==> src/logic/scr_pkg.sv <==
// constants for the system clock mode register and oscillator ready flags
// assumes a 40 MHz ref_clk and an APB register bus
package scr_pkg;
	// ==================================================
	// register map
	localparam logic [7:0] SCR_CLK_MODE_ADDR = 8'h00;
	localparam logic [7:0] SCR_HALT_CMD_ADDR = 8'h04;
	localparam logic [7:0] SCR_OSC_SEL_ADDR = 8'h08;
	localparam logic [7:0] SCR_SYS_STAT_ADDR = 8'h0C;
	// ==================================================
	// clock mode field positions and reset values
	localparam int SCR_DIV_LSB = 5;
	localparam int SCR_DIV_MSB = 7;
	localparam int SCR_UNIMP_BIT = 4;
	localparam int SCR_LTO_BIT = 3;
	localparam int SCR_HTO_BIT = 2;
	localparam int SCR_IDLEN_BIT = 1;
	localparam int SCR_HL_BIT = 0;
	localparam logic [2:0] SCR_DIV_RST = 3'h0;
	localparam logic SCR_IDLEN_RST = 1'b1;
	localparam logic SCR_HL_RST = 1'b1;
	localparam logic [31:0] SCR_UNMAPPED = 32'h0000_0000;
	// ==================================================
	// divider codes when the slow/fast select is low
	localparam logic [2:0] SCR_DIV_SUB0 = 3'h0;
	localparam logic [2:0] SCR_DIV_SUB1 = 3'h1;
	localparam logic [2:0] SCR_DIV_16 = 3'h4;
	// ==================================================
	// settle counts in slow clock cycles
	localparam int SCR_LXT_SETTLE = 1024;
	localparam int SCR_INTERNAL_SLOW_RC_OSC_SETTLE = 2;
	localparam logic [10:0] SCR_CNT_ONE = 11'h001;
	// ==================================================
	// power modes
	typedef enum logic [1:0] {
		SCR_RUN = 2'b00,
		SCR_IDLE1 = 2'b01,
		SCR_IDLE_CLOCK_STOPPED_MODE = 2'b11,
		SCR_SLEEP = 2'b10
	} scr_mode_e;
endpackage

==> src/logic/scr_clock_ready.sv <==
// system clock mode register with divider select and oscillator ready flags
// assumes slow_tick and osc stable pins are async levels; wake pulse from the wake logic
//
// Local design decisions: the APB slave port and the register offsets.
`timescale 1ns/100ps
module scr_clock_ready (
	// clock and reset
	input wire logic ref_clk,
	input wire logic rst_n,
	// apb slave
	input wire logic psel,
	input wire logic penable,
	input wire logic pwrite,
	input wire logic [7:0] paddr,
	input wire logic [31:0] pwdata,
	output logic [31:0] prdata,
	output logic pready,
	output logic pslverr,
	// oscillator status pins
	input wire logic high_osc_stable,
	input wire logic slow_osc_tick,
	input wire logic wake_pulse,
	input wire logic fsys_on,
	// clock unit outputs
	output logic [2:0] sys_clk_div_sel,
	output logic clk_src_high_low_sel,
	output logic [6:0] sys_div_ratio,
	output logic cpu_run,
	output logic slow_clk_en,
	output logic fast_clk_en,
	output scr_pkg::scr_mode_e power_mode,
	output logic low_osc_ready_flag,
	output logic high_osc_ready_flag
);
	import scr_pkg::*;

	// ==================================================
	// synchronisers
	logic [1:0] hs_sync_q;
	logic [1:0] tick_sync_q;
	logic tick_prev_q;
	logic tick_rise;
	always_ff @(posedge ref_clk) begin
		if (!rst_n) begin
			hs_sync_q <= 2'b00;
			tick_sync_q <= 2'b00;
			tick_prev_q <= 1'b0;
		end else begin
			hs_sync_q <= {hs_sync_q[0], high_osc_stable};
			tick_sync_q <= {tick_sync_q[0], slow_osc_tick};
			tick_prev_q <= tick_sync_q[1];
		end
	end
	assign tick_rise = tick_sync_q[1] & ~tick_prev_q;

	// ==================================================
	// apb registers
	logic [2:0] div_sel_q;
	logic idle_en_q;
	logic hl_sel_q;
	logic use_lxt_q;
	logic halt_req;
	logic wr_en;
	logic lto_q;
	logic hto_q;
	scr_mode_e mode_q;
	assign wr_en = psel & penable & pwrite;
	assign halt_req = wr_en && paddr == SCR_HALT_CMD_ADDR;
	assign pready = 1'b1;
	assign pslverr = 1'b0;

	always_ff @(posedge ref_clk) begin
		if (!rst_n) begin
			div_sel_q <= SCR_DIV_RST;
			idle_en_q <= SCR_IDLEN_RST;
			hl_sel_q <= SCR_HL_RST;
			use_lxt_q <= 1'b0;
		end else if (wr_en) begin
			if (paddr == SCR_CLK_MODE_ADDR) begin
				// bit four has no storage
				div_sel_q <= pwdata[SCR_DIV_MSB:SCR_DIV_LSB];
				idle_en_q <= pwdata[SCR_IDLEN_BIT];
				hl_sel_q <= pwdata[SCR_HL_BIT];
			end else if (paddr == SCR_OSC_SEL_ADDR) begin
				use_lxt_q <= pwdata[0];
			end
		end
	end

	always_ff @(posedge ref_clk) begin
		if (!rst_n) begin
			prdata <= SCR_UNMAPPED;
		end else if (psel && !penable && !pwrite) begin
			prdata <= SCR_UNMAPPED;
			unique case (paddr)
				SCR_CLK_MODE_ADDR: begin
					prdata[SCR_DIV_MSB:SCR_DIV_LSB] <= div_sel_q;
					prdata[SCR_UNIMP_BIT] <= 1'b0;
					prdata[SCR_LTO_BIT] <= lto_q;
					prdata[SCR_HTO_BIT] <= hto_q;
					prdata[SCR_IDLEN_BIT] <= idle_en_q;
					prdata[SCR_HL_BIT] <= hl_sel_q;
				end
				SCR_OSC_SEL_ADDR: prdata[0] <= use_lxt_q;
				SCR_SYS_STAT_ADDR: prdata[1:0] <= mode_q;
				default: prdata <= SCR_UNMAPPED;
			endcase
		end
	end

	// ==================================================
	// power mode
	always_ff @(posedge ref_clk) begin
		if (!rst_n) begin
			mode_q <= SCR_RUN;
		end else if (mode_q == SCR_RUN && halt_req) begin
			if (!idle_en_q) begin
				mode_q <= SCR_SLEEP;
			end else begin
				mode_q <= fsys_on ? SCR_IDLE1 : SCR_IDLE_CLOCK_STOPPED_MODE;
			end
		end else if (mode_q != SCR_RUN && wake_pulse) begin
			mode_q <= SCR_RUN;
		end
	end
	assign power_mode = mode_q;
	assign cpu_run = mode_q == SCR_RUN && hto_q;
	assign slow_clk_en = mode_q != SCR_SLEEP;
	assign fast_clk_en = mode_q == SCR_RUN || mode_q == SCR_IDLE1;

	// ==================================================
	// slow ready flag: counts slow ticks after reset or after leaving sleep
	logic [10:0] lto_cnt_q;
	logic [10:0] lto_target;
	assign lto_target = use_lxt_q ? 11'(SCR_LXT_SETTLE) : 11'(SCR_INTERNAL_SLOW_RC_OSC_SETTLE);
	always_ff @(posedge ref_clk) begin
		if (!rst_n || mode_q == SCR_SLEEP) begin
			lto_q <= 1'b0;
			lto_cnt_q <= '0;
		end else if (!lto_q && tick_rise) begin
			if (lto_cnt_q + SCR_CNT_ONE >= lto_target) begin
				lto_q <= 1'b1;
			end
			lto_cnt_q <= lto_cnt_q + SCR_CNT_ONE;
		end
	end

	// ==================================================
	// fast ready flag
	always_ff @(posedge ref_clk) begin
		if (!rst_n || mode_q == SCR_SLEEP || mode_q == SCR_IDLE_CLOCK_STOPPED_MODE) begin
			hto_q <= 1'b0;
		end else begin
			hto_q <= hs_sync_q[1];
		end
	end

	// ==================================================
	// divider ratio: ratio one means fast clock undivided, zero means slow source
	function automatic logic [6:0] scr_ratio(input logic hl, input logic [2:0] sel);
		logic [6:0] r;
		r = 7'h00;
		if (hl) begin
			r = 7'h01;
		end else if (sel != SCR_DIV_SUB0 && sel != SCR_DIV_SUB1) begin
			// shift by eight minus code: 010 gives 64, 100 gives 16, 111 gives 2
			r = 7'(7'h01 << (4'h8 - {1'b0, sel}));
		end
		return r;
	endfunction
	assign sys_div_ratio = scr_ratio(hl_sel_q, div_sel_q);
	assign sys_clk_div_sel = div_sel_q;
	assign clk_src_high_low_sel = hl_sel_q;
	assign low_osc_ready_flag = lto_q;
	assign high_osc_ready_flag = hto_q;

	// ==================================================
	// checks
	div16_code_a: assert property (@(posedge ref_clk) disable iff (!rst_n)
		(!hl_sel_q && div_sel_q == SCR_DIV_16) |-> sys_div_ratio == 7'h10) else $error("code 100 not divide by 16");
	unimp_read_a: assert property (@(posedge ref_clk) disable iff (!rst_n)
		$past(psel && !penable && paddr == SCR_CLK_MODE_ADDR) |-> !prdata[SCR_UNIMP_BIT])
		else $error("bit four read nonzero");
	sleep_lto_a: assert property (@(posedge ref_clk) disable iff (!rst_n)
		mode_q == SCR_SLEEP |=> !lto_q) else $error("slow ready high in sleep");
	lto_wait_a: assert property (@(posedge ref_clk) disable iff (!rst_n)
		$rose(lto_q) |-> lto_cnt_q >= lto_target - SCR_CNT_ONE) else $error("slow ready early");
	internal_slow_rc_osc_ready_a: assert property (@(posedge ref_clk) disable iff (!rst_n)
		(!use_lxt_q && !lto_q && mode_q != SCR_SLEEP && lto_cnt_q == SCR_CNT_ONE && tick_rise) |=> lto_q)
		else $error("rc slow ready late");
	hto_idle_a: assert property (@(posedge ref_clk) disable iff (!rst_n)
		(mode_q == SCR_SLEEP || mode_q == SCR_IDLE_CLOCK_STOPPED_MODE) |=> !hto_q) else $error("fast ready high while stopped");
	hto_follow_a: assert property (@(posedge ref_clk) disable iff (!rst_n)
		(mode_q == SCR_RUN && hs_sync_q[1]) |=> hto_q) else $error("fast ready not raised");
	cpu_hto_a: assert property (@(posedge ref_clk) disable iff (!rst_n)
		cpu_run |-> hto_q) else $error("cpu runs before fast ready");
	halt_sleep_a: assert property (@(posedge ref_clk) disable iff (!rst_n)
		(mode_q == SCR_RUN && halt_req && !idle_en_q) |=> mode_q == SCR_SLEEP && !slow_clk_en)
		else $error("halt did not sleep");
	ratio_range_a: assert property (@(posedge ref_clk) disable iff (!rst_n)
		sys_div_ratio <= 7'h40) else $error("ratio above 64");
	stopped_clk_a: assert property (@(posedge ref_clk) disable iff (!rst_n)
		(mode_q == SCR_SLEEP || mode_q == SCR_IDLE_CLOCK_STOPPED_MODE) |-> !fast_clk_en && !cpu_run)
		else $error("fast clock runs while stopped");
	wake_run_a: assert property (@(posedge ref_clk) disable iff (!rst_n)
		(mode_q != SCR_RUN && wake_pulse) |=> mode_q == SCR_RUN)
		else $error("wake did not return to run");
	status_read_a: assert property (@(posedge ref_clk) disable iff (!rst_n)
		$past(psel && !penable && !pwrite && paddr == SCR_SYS_STAT_ADDR) |-> prdata[1:0] == $past(mode_q))
		else $error("status read wrong mode");
	hto_read_a: assert property (@(posedge ref_clk) disable iff (!rst_n)
		$past(psel && !penable && !pwrite && paddr == SCR_CLK_MODE_ADDR) |-> prdata[SCR_HTO_BIT] == $past(hto_q))
		else $error("fast ready read wrong");
endmodule

==> config.mk <==
export PLATFORM = sky130hd
export DESIGN_NAME = scr_clock_ready
export DESIGN_NICKNAME = d
export VERILOG_FILES = /design/src/logic/scr_pkg.sv /design/src/logic/scr_clock_ready.sv
export SDC_FILE = /design/constraint.sdc
export NUM_CORES = 1
export LEC_CHECK = 0
export ABC_CLOCK_PERIOD_IN_PS = 2660
export BUFFER_PORTS_ARGS = -buffer_cell sky130_fd_sc_hd__clkbuf_2
export CORE_AREA = 2 2 68 70
export CTS_CLUSTER_SIZE = 25
export DETAILED_ROUTE_END_ITERATION = 10
export DIE_AREA = 0 0 70 72
export PLACE_DENSITY = 0.78
export SLEW_MARGIN = 40
export SYNTH_ARGS = -nofsm -noshare
export SYNTH_HDL_FRONTEND = slang
export SYNTH_SLANG_ARGS = --single-unit
==> constraint.sdc <==
create_clock -name ref_clk -period 2.66 [get_ports ref_clk]
set_clock_uncertainty 0.15 [all_clocks]
set_input_delay 0.399 -clock ref_clk [delete_from_list [all_inputs] [get_ports ref_clk]]
set_output_delay 0.399 -clock ref_clk [all_outputs]
set_load 0.005 [all_outputs]
* After elaboration in Yosys (flattened, before gate mapping)
Cells that the tools add are included.
Storage, ports and cells: register bits 34, latch bits 0, bits in writable memories 0, bits in read-only memories 0, input port bits 49, output and inout bits 52, word-level logic and storage cells 62, memories kept 0
Operators by class: add/sub/neg operators 2, multiply operators 0, div/mod/pow operators 0, $lt $le $gt $ge 1, equal/unequal tests 8, shifts and indexed selects 1, multiplexer cells 10, bitwise gates (word level) 5, reductions and logical operators 23
Operator list (count):
- == test 8 x 4 -> 1 bit, second input constant | 2
- two-way mux 7 bit | 2
- adder 11 x 1 -> 11 bit, second input constant | 1
- greater-or-equal comparator 11 bit | 1
- two-way mux 11 bit | 1
- == test 8 x 3 -> 1 bit, second input constant | 1
- logical AND 1 bit | 8
- zero test 8 bit | 1
- two-way mux 2 bit | 4
- left shift 1 x 4 -> 7 bit, first input constant | 1
- two-way mux 6 bit | 1
- == test 2 bit, second input constant | 2
- zero test 1 bit | 4
- AND reduction 2 bit | 2
- nonzero test 2 bit | 2
- subtractor 4 x 3 -> 4 bit, first input constant | 1
- AND 1 bit | 3
- logical OR 1 bit | 3
- inequality test 3 x 1 -> 1 bit, second input constant | 1
- case mux 1 bit (3 select lines) | 1
- AND reduction 3 bit | 1
- nonzero test 3 bit | 1
- == test 2 x 1 -> 1 bit, second input constant | 1
- zero test 2 bit | 1
- 3 further kinds | 4

* Depth between registers and ports, before layout
Gate-level depths: netlist (run 1).
word-level depth 5, mapped depth 9, depth with buffers taken out 8

* Least setup slack after synthesis (run 1)
OpenSTA, ideal clock, no wires.
path type reg2reg, from register lto_cnt_q[0], to register lto_q, in the netlist low_osc_ready_flag, library setup time 0.081 ns, arrival 1.748 ns, data required time 2.429 ns, path slack 0.681 ns, cell stages (with the launch flop) 10, path buffers 1, period minus slack after synthesis 1.979 ns, cell sequence dfxtp_1 > ha_1 > clkbuf_1 > nand3_1 > xnor2_1 > ha_1 > nor2_1 > nor3b_1 > o21bai_1 > a41oi_1
On the way: longest elaborated chain between the ends 3
RTL lines:
- from (decl) | line scr_clock_ready.sv:133 | logic [10:0] lto_cnt_q;
- from (signal assigned) | line scr_clock_ready.sv:144 | lto_cnt_q <= lto_cnt_q + SCR_CNT_ONE;
- adder 11 x 1 -> 11 bit | line scr_clock_ready.sv:141 | if (lto_cnt_q + SCR_CNT_ONE >= lto_target) begin
- greater-or-equal comparator 11 bit | line scr_clock_ready.sv:141
- AND reduction 2 bit (no source line)
- to (signal assigned) | line scr_clock_ready.sv:138 | lto_q <= 1'b0;
- to (signal assigned) | line scr_clock_ready.sv:142 | lto_q <= 1'b1;
- to (decl) | line scr_clock_ready.sv:64 | logic lto_q;
No other way between the ends. A chain may end at the register's enable or synchronous reset.

* Worst setup path in the final report (run 1)
from register div_sel_q[0], in the netlist sys_clk_div_sel[0], to output port sys_div_ratio[3]
On the way: longest elaborated chain between the ends 4, elaborated cells between the ends (all ways) 7, those cells by class add/sub (1); eq/ne (1); shift (1); mux (2); reduce/logical (2)
RTL lines:
- from (decl) | line scr_clock_ready.sv:58 | logic [2:0] div_sel_q;
- from (signal assigned) | line scr_clock_ready.sv:81 | div_sel_q <= pwdata[SCR_DIV_MSB:SCR_DIV_LSB];
- subtractor 4 x 3 -> 4 bit (tied with other cells) | line scr_clock_ready.sv:167 | r = 7'(7'h01 << (4'h8 - {1'b0, sel}));
- left shift 1 x 4 -> 7 bit / logical AND 1 bit (equally long branches) | line scr_clock_ready.sv:167, scr_clock_ready.sv:165
- two-way mux 7 bit (*) | line scr_clock_ready.sv:165 | end else if (sel != SCR_DIV_SUB0 && sel != SCR_DIV_SUB1) begin
- two-way mux 7 bit (*) | line scr_clock_ready.sv:163 | if (hl) begin
- to (decl) | line scr_clock_ready.sv:27 | output logic [6:0] sys_div_ratio,
Every way passes the cells marked *; elsewhere a longest branch is shown, timed or not.

==> run metrics, run 1 <==
clock tree buffer depth=2; Final Power=1.053 mW; Area Overhead vs Synth=14.81%; highest clock rate=426.0 MHz; largest net degree at the start of global routing=23; Worst-path clk slew=70 ps; unrepaired setup endpoints after global routing=no; Die W=70 um; layout cells sized above 1=23.94%; # IOs=101; Hold-fix buffers, CTS=0; Clk pwr share=46.5%; global route overflow=0; post-synthesis cell count=214; setup ws final=312.3 ps; Die Area=0.005040 mm2; worst-path fanout max=9; Min-Delay Path Class=in2reg; H-tree levels=2; most frequent cells in the layout=clkbuf_2 (46), dfxtp_1 (33), conb_1 (27); vias per cell=4.994; FF/Latch Area=660.6 um2; first-pass GRT wire length=6203 um; total negative slack=0 ps; Worst path slowest cell=dfxtp_1; vias in the first global route=1410; n_diodes=0; row count=24; number of synthesized flops with an enable pin=0; WL per Instance=11.57 um; Post-synth ARST share=0%; Pwr Density=491.2 mW/mm2; Max VDD drop=0.3833 mV; Nets=311; status=finished clean; Tot GR Track Use=15.31%; Place WS=566.9 ps; Detailed Route WL=3599 um; Int Pwr=0.8285 mW; gpl congestion=0.7814; logic gate share of total power=5.8%; CP Cell Sequence=nor2_1 > ha_1 > nand2b_1 > nor4_1 > clkbuf_2; Unique masters post-synth=45; Setup Buffers After CTS=0; Avg Cell Area, Syn=8.723 um2; clock sink count=33; Post-Syn Area=0.001867 mm2; Filler cells=431; P_sw=0.2243 mW; Initial Util=43.78%; Pins Over Slew Limit=0; register area share after synthesis=35.39%; fin crit period=2348 ps; Flop pwr share=47.7%; vias after detailed routing=1553; I/O Buffers=46; number of antenna-violating nets in the routed design=0; switching portion of total power=21.30%; Req. time, crit path=2110 ps; 1st-pass router iterations=4; CTS tree=built; Post-CTS Resized=0; CP Capture Type=primary output; DP HPWL=2577 um; Synth Register Bits=33; endpoints failing hold=0; CP Launch Type=flip-flop; WS Path Type=reg2out; 1st-iter DRT viols=61; total CTS buffers=5; ys flop type=dfxtp_1; initial antenna violation count=0; Ys Warns=0; fin crit share=88.26%; max cap viols=0; # DRC=0; most common cell after layout, fill and taps aside=clkbuf_2; Lkg Pwr=0.9918 nW; CP arrival=1800 ps; clock latency on the worst-skew pair=290 ps; Crit path largest cell delay=490 ps; # setup viols final=0; core area=0.004264 mm2; Die Y=72 um; root buffer cell=clkbuf_8; area occupied by multi-input gates=0.001026 mm2
==> layer usage <==
metal / track usage, % / share of wire, %
met5: 0 / 0
met2: 25.93 / 46
met1: 18.03 / 46
met4: 7.479 / 2.7
met3: 4.167 / 5.5
==> sequential cells by signal, indices dropped and copies added, names as in the netlist <==
| name | count |
|---|---|
| lto_cnt_q | 11 |
| prdata | 7 |
| sys_clk_div_sel | 3 |
| hs_sync_q | 2 |
| power_mode | 2 |
| tick_sync_q | 2 |
| clk_src_high_low_sel | 1 |
| high_osc_ready_flag | 1 |
| idle_en_q | 1 |
| low_osc_ready_flag | 1 |
| tick_prev_q | 1 |
| use_lxt_q | 1 |
==> cells in the mapped netlist (all sizes together), types with 2 or more instances <==
| library cell | count | share of area [%] |
|---|---|---|
| dfxtp | 33 | 35 |
| buf | 30 | 12 |
| nor2 | 20 | 4.0 |
| nand2 | 13 | 2.6 |
| xor2 | 11 | 5.2 |
| nor2b | 10 | 3.4 |
| and2 | 9 | 3.0 |
| nand4 | 9 | 3.4 |
| and3 | 7 | 2.4 |
| inv | 7 | 1.4 |
| mux2i | 7 | 3.8 |
| a22oi | 6 | 2.4 |
| clkbuf | 6 | 1.3 |
| ha | 4 | 2.7 |
| nand3 | 4 | 1.1 |
| nor3 | 4 | 1.1 |
| and4 | 3 | 1.4 |
| nand2b | 3 | 1.0 |
| nor3b | 3 | 1.2 |
| conb | 2 | 0.40 |
| nor4 | 2 | 1.5 |
| o2111ai | 2 | 0.94 |
| o41ai | 2 | 0.94 |
| xnor2 | 2 | 0.94 |
==> path summary, 6_finish.rpt <==
kind,start,endpoint,slack [ps],cells past startpoint
worst max-delay path,sys_clk_div_sel[0],sys_div_ratio[3],310,5
worst min-delay path,high_osc_stable,hs_sync_q[0],160,2
worst max register to register,lto_cnt_q[0],low_osc_ready_flag,530,8
worst min register to register,tick_sync_q[0],tick_sync_q[1],290,1
==> stage by stage <==
| stage | area (um2) | utilization, % | std cells | hold slack [ps] |
|---|---|---|---|---|
| 2_1_floorplan | 1961 | - | 239 | 261.9 |
| 3_3_place_gp | 2023 | 47.45 | 303 | 265.1 |
| 4_1_cts | 2143 | 50.26 | 311 | 157.2 |
| 3_5_place_dp | 2023 | 47.45 | 303 | 276.8 |
| 5_1_grt | 2143 | 50.26 | 311 | 169.5 |
| 6_report | 2143 | 50.26 | 311 | 163.6 |
==> cells by family after synthesis <==
kind of cell	after synthesis	synth area share [%]
flip-flops	33	35.39
multiplexers	8	4.357
XOR/XNOR	13	6.099
AO/OA/AOI/OAI	19	7.977
buffers and inverters	43	14.68
adder cells (fa/ha/maj)	4	2.681
other	2	0.4023
AND/OR/NAND/NOR	92	28.42
==> worst max-delay path, delay by kind of cell (launching register included) <==
family                     cells  cell delay [ps]
DFF                            1              490
buffers and inverters          1              170
and+or+nand+nor                3              500
adders and majority gates      1              350
==> final cells by class <==
type	count	area share [%]
Multi-Input combinational cell	163	47.87
Sequential cell	33	30.82
Timing Repair Buffer	48	11.44
Clock buffer	6	3.853
Tap cell	52	3.036
Clock inverter	2	1.751
Inverter	7	1.226
==> power groups by stage <==
stage / registers (mW) / logic [mW] / clock network (mW)
2_1_floorplan: 0.512 / 0.0655 / 0
3_3_place_gp: 0.513 / 0.0591 / 0
3_5_place_dp: 0.513 / 0.0600 / 0
4_1_cts: 0.502 / 0.0605 / 0.500
5_1_grt: 0.502 / 0.0695 / 0.534
6_report: 0.502 / 0.0610 / 0.490
Power figures use the tool's default switching activity.
==> inputs of run 2 (changes only) <==
Settings changed: PLACE_DENSITY 0.78 to unset, PLACE_DENSITY_LB_ADDON set to 0.05, SKIP_LAST_GASP set to 1.
==> run 2 against run 1 <==
Cell area down 0.53%. Global-route usage is 0.47 points lower. Fmax grew 1.7%. Cell count grew 0.32%. Total power decreased by 7.6%. Clock power is 16% lower. Hold slack better by 9.2 ps. Sequential share of layout area is 0.16 points higher. Sequential power about the same. Clock-buffer cell count is 1 higher. Non-clock buffer count is 1 higher. Setup slack gained 40 ps.
==> run metrics, run 2 (synthesized netlist as in run 1, its figures left out) <==
Die Y=72 um (unchanged); met2 wire length=1569 um (-4.8%); global route overflow=0 (unchanged); gpl congestion=0.7658 (-2.0%); core area=0.004264 mm2 (unchanged); dpl cell area=0.002031 mm2 (+0.37%); unrepaired setup endpoints after global routing=no; H-tree levels=2 (unchanged); Biggest register=lto_cnt_q; Setup Buffers After CTS=0 (unchanged); M1 WL=1778 um (+7.6%); endpoints failing hold=0 (unchanged); Final Power=0.9730 mW (-7.6%); highest clock rate=433.3 MHz (+1.7%); Filler cells=445 (+3.2%); n_diodes=0 (unchanged); Tot GR Track Use=14.83% (-0.47 points); CTS tree=built; Req. time, crit path=2110 ps (about the same); max FFs per register=11 (unchanged); Worst-path clk slew=70 ps (about the same); Clk pwr share=42.1% (-4.4 points); worst-path fanout max=9 (unchanged); Detailed Route WL=3606 um (+0.19%); Die Area=0.005040 mm2 (unchanged); met3 wire length=210 um (+6.1%); setup ws final=351.9 ps (+39.62 ps); CP Cell Sequence=nor2_1 > ha_1 > nand2b_1 > nor4_1 > clkbuf_2; Crit path largest cell delay=490 ps (about the same); initial antenna violation count=0 (unchanged); Pins Over Slew Limit=0 (unchanged); WS Path Type=reg2out; vias per cell=4.808 (-3.7%); Worst Path Buf+Inv=1 (unchanged); Min-Delay Path Class=in2reg; clock tree buffer depth=2 (unchanged); Max VDD drop=0.3168 mV (-17%); Nets=312 (+0.32%); Worst path slowest cell=dfxtp_1; WL per Instance=11.56 um (-0.13%); root buffer cell=clkbuf_8; Lkg Pwr=0.9940 nW (+0.23%); # IOs=101 (unchanged); largest net degree at the start of global routing=23 (unchanged); Place WS=629.6 ps (+62.78 ps); Area Overhead vs Synth=14.21%; DP HPWL=2700 um (+4.8%); top sig layer=met4; logic gate share of total power=6.3% (+0.5 points); Flop pwr share=51.6% (+3.9 points); area occupied by multi-input gates=0.001026 mm2 (unchanged); WHS=172.7 ps (+9.154 ps); total CTS buffers=5 (unchanged); status=finished clean; vias in the first global route=1320 (-6.4%); row count=24 (unchanged); number of antenna-violating nets in the routed design=0 (unchanged); fin crit period=2308 ps (-39.62 ps); max cap viols=0 (unchanged); total negative slack=0 ps (unchanged); Hold-fix buffers, CTS=0 (unchanged); P_sw=0.2149 mW (-4.2%); first-pass GRT wire length=5996 um (-3.3%); # DRC=0 (unchanged); vias after detailed routing=1500 (-3.4%); Int Pwr=0.7581 mW (-8.5%); fin crit share=86.77% (-1.5 points); 1st-iter DRT viols=31 (-49%); Initial Util=43.78% (unchanged); I/O Buffers=46 (unchanged); # setup viols final=0 (unchanged); CP arrival=1760 ps (-40 ps); CP Launch Type=flip-flop; Die W=70 um (unchanged); Post-CTS Resized=0 (unchanged); most frequent cells in the layout=clkbuf_2 (46), dfxtp_1 (33), conb_1 (27); layout cells sized above 1=24.23% (+0.29 points); clock latency on the worst-skew pair=280 ps (about the same); cell family with most CP delay=flip-flops; Finished Cell Area=0.002132 mm2 (-0.53%); switching portion of total power=22.09% (+0.79 points); Pwr Density=456.4 mW/mm2 (-7.1%); FF/Latch Area=660.6 um2 (unchanged); most common cell after layout, fill and taps aside=clkbuf_2; clock sink count=33 (unchanged); CP Capture Type=primary output; 1st-pass router iterations=4 (unchanged)
## run 2: changes by cell type in the layout (fill, tap and decap cells not counted)
cell,change
buf_4,+1
clkbuf_8,+1
bufinv_16,-1
clkinvlp_4,-1
clkinv_2,+1
## run 2: final cells by class
cell class	instances	area share, %
Timing Repair Buffer	49	11.85
Sequential cell	33	30.99
Clock inverter	1	0.2347
Inverter	7	1.232
Clock buffer	7	4.519
Tap cell	52	3.052
Multi-Input combinational cell	163	48.12
## run 2: final timing paths
kind | endpoint | from | cells after the start | slack, ps
max | sys_div_ratio[3] | sys_clk_div_sel[0] | 5 | 350
min | tick_sync_q[0] | slow_osc_tick | 2 | 170
max reg2reg | low_osc_ready_flag | lto_cnt_q[6] | 8 | 790
min reg2reg | hs_sync_q[1] | hs_sync_q[0] | 1 | 280
## run 2: metrics by stage
stage	util, %	std cells
6_report	50.00	312
5_1_grt	50.00	312
4_1_cts	50.00	312
3_5_place_dp	47.62	304
3_3_place_gp	47.62	304
2_1_floorplan	-	239
## run 2: power groups by stage
stage                     registers, mW  logic, mW  clock network (mW)
after floorplan                   0.512     0.0655                   0
after global placement            0.513     0.0607                   0
after detailed placement          0.513     0.0613                   0
after CTS                         0.502     0.0615               0.420
after global routing              0.503     0.0688               0.440
final                             0.502     0.0612               0.410
## run 2: layer usage
layer / GRT usage [%] / up-vias
li1: - / 772
met1: 19.67 / 672
met2: 23.07 / 51
met3: 3.750 / 5
met4: 6.410 / 0
met5: 0 / -
==> inputs of run 3 (changes only) <==
Settings changed: CORE_AREA 2 2 68 70 to 2 2 49 97, DIE_AREA 0 0 70 72 to 0 0 51 99.
==> run 3 against run 2 <==
First-iteration DRC count shrank 45%. Sequential share of layout area rose by 0.28 points. Sequential power about the same. Clock-buffer cell count increased by 1. Clock power decreased by 14%. Combinational power increased by 2%. Global-route usage up 1.3 points. Die area up 0.18%.
==> run metrics, run 3 (synthesized netlist as in run 1, its figures left out) <==
layout cells sized above 1=23.08% (-1.2 points); Tot GR Track Use=16.16% (+1.3 points); Worst-path clk slew=60 ps (about the same); clock tree buffer depth=2 (unchanged); Die W=51 um (-27%); DP HPWL=3000 um (+11%); Worst path slowest cell=dfxtp_1; dpl cells=306 (+0.66%); Detailed Route WL=3833 um (+6.3%); most frequent cells in the layout=clkbuf_2 (46), dfxtp_1 (33), conb_1 (27); Flop pwr share=54.8% (+3.2 points); max FFs per register=11 (unchanged); Filler cells=470 (+5.6%); vias after detailed routing=1517 (+1.1%); GR met3 Demand/Resource=3.182% (-0.57 points); vias in the first global route=1350 (+2.3%); Lkg Pwr=0.9786 nW (-1.5%); Area Overhead vs Synth=13.20%; row count=34 (+42%); Min-Delay Path Class=in2reg; 1st-iter DRT viols=17 (-45%); # DRC=0 (unchanged); Worst Path Buf+Inv=1 (unchanged); most common cell after layout, fill and taps aside=clkbuf_2; # setup viols final=0 (unchanged); clock sink count=33 (unchanged); worst-path fanout max=9 (unchanged); root buffer cell=clkbuf_8; Nets=312 (unchanged); M2 GR Usage=29.77% (+6.7 points); total negative slack=0 ps (unchanged); clock latency on the worst-skew pair=270 ps (about the same); fin crit period=2279 ps (-28.76 ps); H-tree levels=2 (unchanged); setup ws final=380.7 ps (+28.76 ps); Finished Cell Area=0.002113 mm2 (-0.88%); core occupancy in the finished layout=49.18% (-0.82 points); n_diodes=0 (unchanged); Final Power=0.9165 mW (-5.8%); largest net degree at the start of global routing=23 (unchanged); Int Pwr=0.7111 mW (-6.2%); Req. time, crit path=2110 ps (about the same); cell family with most CP delay=flip-flops; CP arrival=1730 ps (-30 ps); Initial Util=43.45% (-0.33 points); initial antenna violation count=0 (unchanged); first-pass GRT wire length=6203 um (+3.5%); Biggest register=lto_cnt_q; endpoints failing hold=0 (unchanged); worst r2r src=lto_cnt_q[2]; highest clock rate=438.7 MHz (+1.3%); CP Capture Type=primary output; Die Area=0.005049 mm2 (+0.18%); WHS=184.1 ps (+11.42 ps); dpl cell area=0.002033 mm2 (+0.12%); Max VDD drop=0.2868 mV (-9.5%); max cap viols=0 (unchanged); Pwr Density=433.7 mW/mm2 (-5.0%); Post-CTS Resized=0 (unchanged); CP Cell Sequence=nor2_1 > ha_1 > nand2b_1 > nor4_1 > clkbuf_2; global route overflow=0 (unchanged); Setup Buffers After CTS=0 (unchanged); gpl congestion=0.7562 (-1.3%); Place WS=564.7 ps (-64.96 ps); vias per cell=4.831 (+0.49%); Non-Filler Instances=314 (+0.64%); # IOs=101 (unchanged); Top Usage Layer GRT=met2; fin crit share=85.69% (-1.1 points); switching portion of total power=22.41% (+0.32 points); number of antenna-violating nets in the routed design=0 (unchanged); WL per Instance=12.21 um (+5.6%); WS Path Type=reg2out; CP Launch Type=flip-flop; I/O Buffers=46 (unchanged); 1st-pass router iterations=4 (unchanged); Hold-fix buffers, CTS=0 (unchanged); total CTS buffers=5 (unchanged); Die Y=99 um (+38%); CTS tree=built; crit path from=sys_clk_div_sel[0]; core area=0.004297 mm2 (+0.76%); Min-Delay Startpoint=high_osc_stable; unrepaired setup endpoints after global routing=no; P_sw=0.2054 mW (-4.4%); logic gate share of total power=6.8% (+0.5 points); status=finished clean; Crit path largest cell delay=490 ps (about the same); Pins Over Slew Limit=0 (unchanged); M1 GR Usage=16.68% (-3.0 points); Clk pwr share=38.4% (-3.7 points)
run 3: cell count changes in the layout (fill, tap and decap cells not counted):
cell	delta
clkbuf_8	-2
clkbuf_1	+3
clkinv_2	-1
run 3: worst paths after layout:
check,to,slack (ps),cells past startpoint
max,sys_div_ratio[3],380,5
min,hs_sync_q[0],180,2
min reg2reg,tick_sync_q[1],280,1
max reg2reg,low_osc_ready_flag,560,8
run 3: per-layer routing:
metal  share of wire [%]  vias to the layer above
li1                    -                      768
met1                  38                      700
met2                  56                       43
met3                 4.1                        6
met4                 2.1                        0
met5                   0                        -
run 3: power by group through the flow:
stage          clock, mW  combinational (mW)  sequential (mW)
2_1_floorplan          0              0.0655            0.512
3_3_place_gp           0              0.0620            0.514
3_5_place_dp           0              0.0626            0.514
4_1_cts            0.366              0.0627            0.502
5_1_grt            0.392              0.0713            0.502
6_report           0.352              0.0624            0.502
run 3: layout make-up:
type	instances	area, um2	share of cell area [%]
flip-flops and latches	33	660.6	31.26
repair buffers	49	252.7	11.96
multi-input cells	163	1026	48.55
well taps	54	67.56	3.197
clock buffers	8	80.08	3.789
inverters	7	26.28	1.243
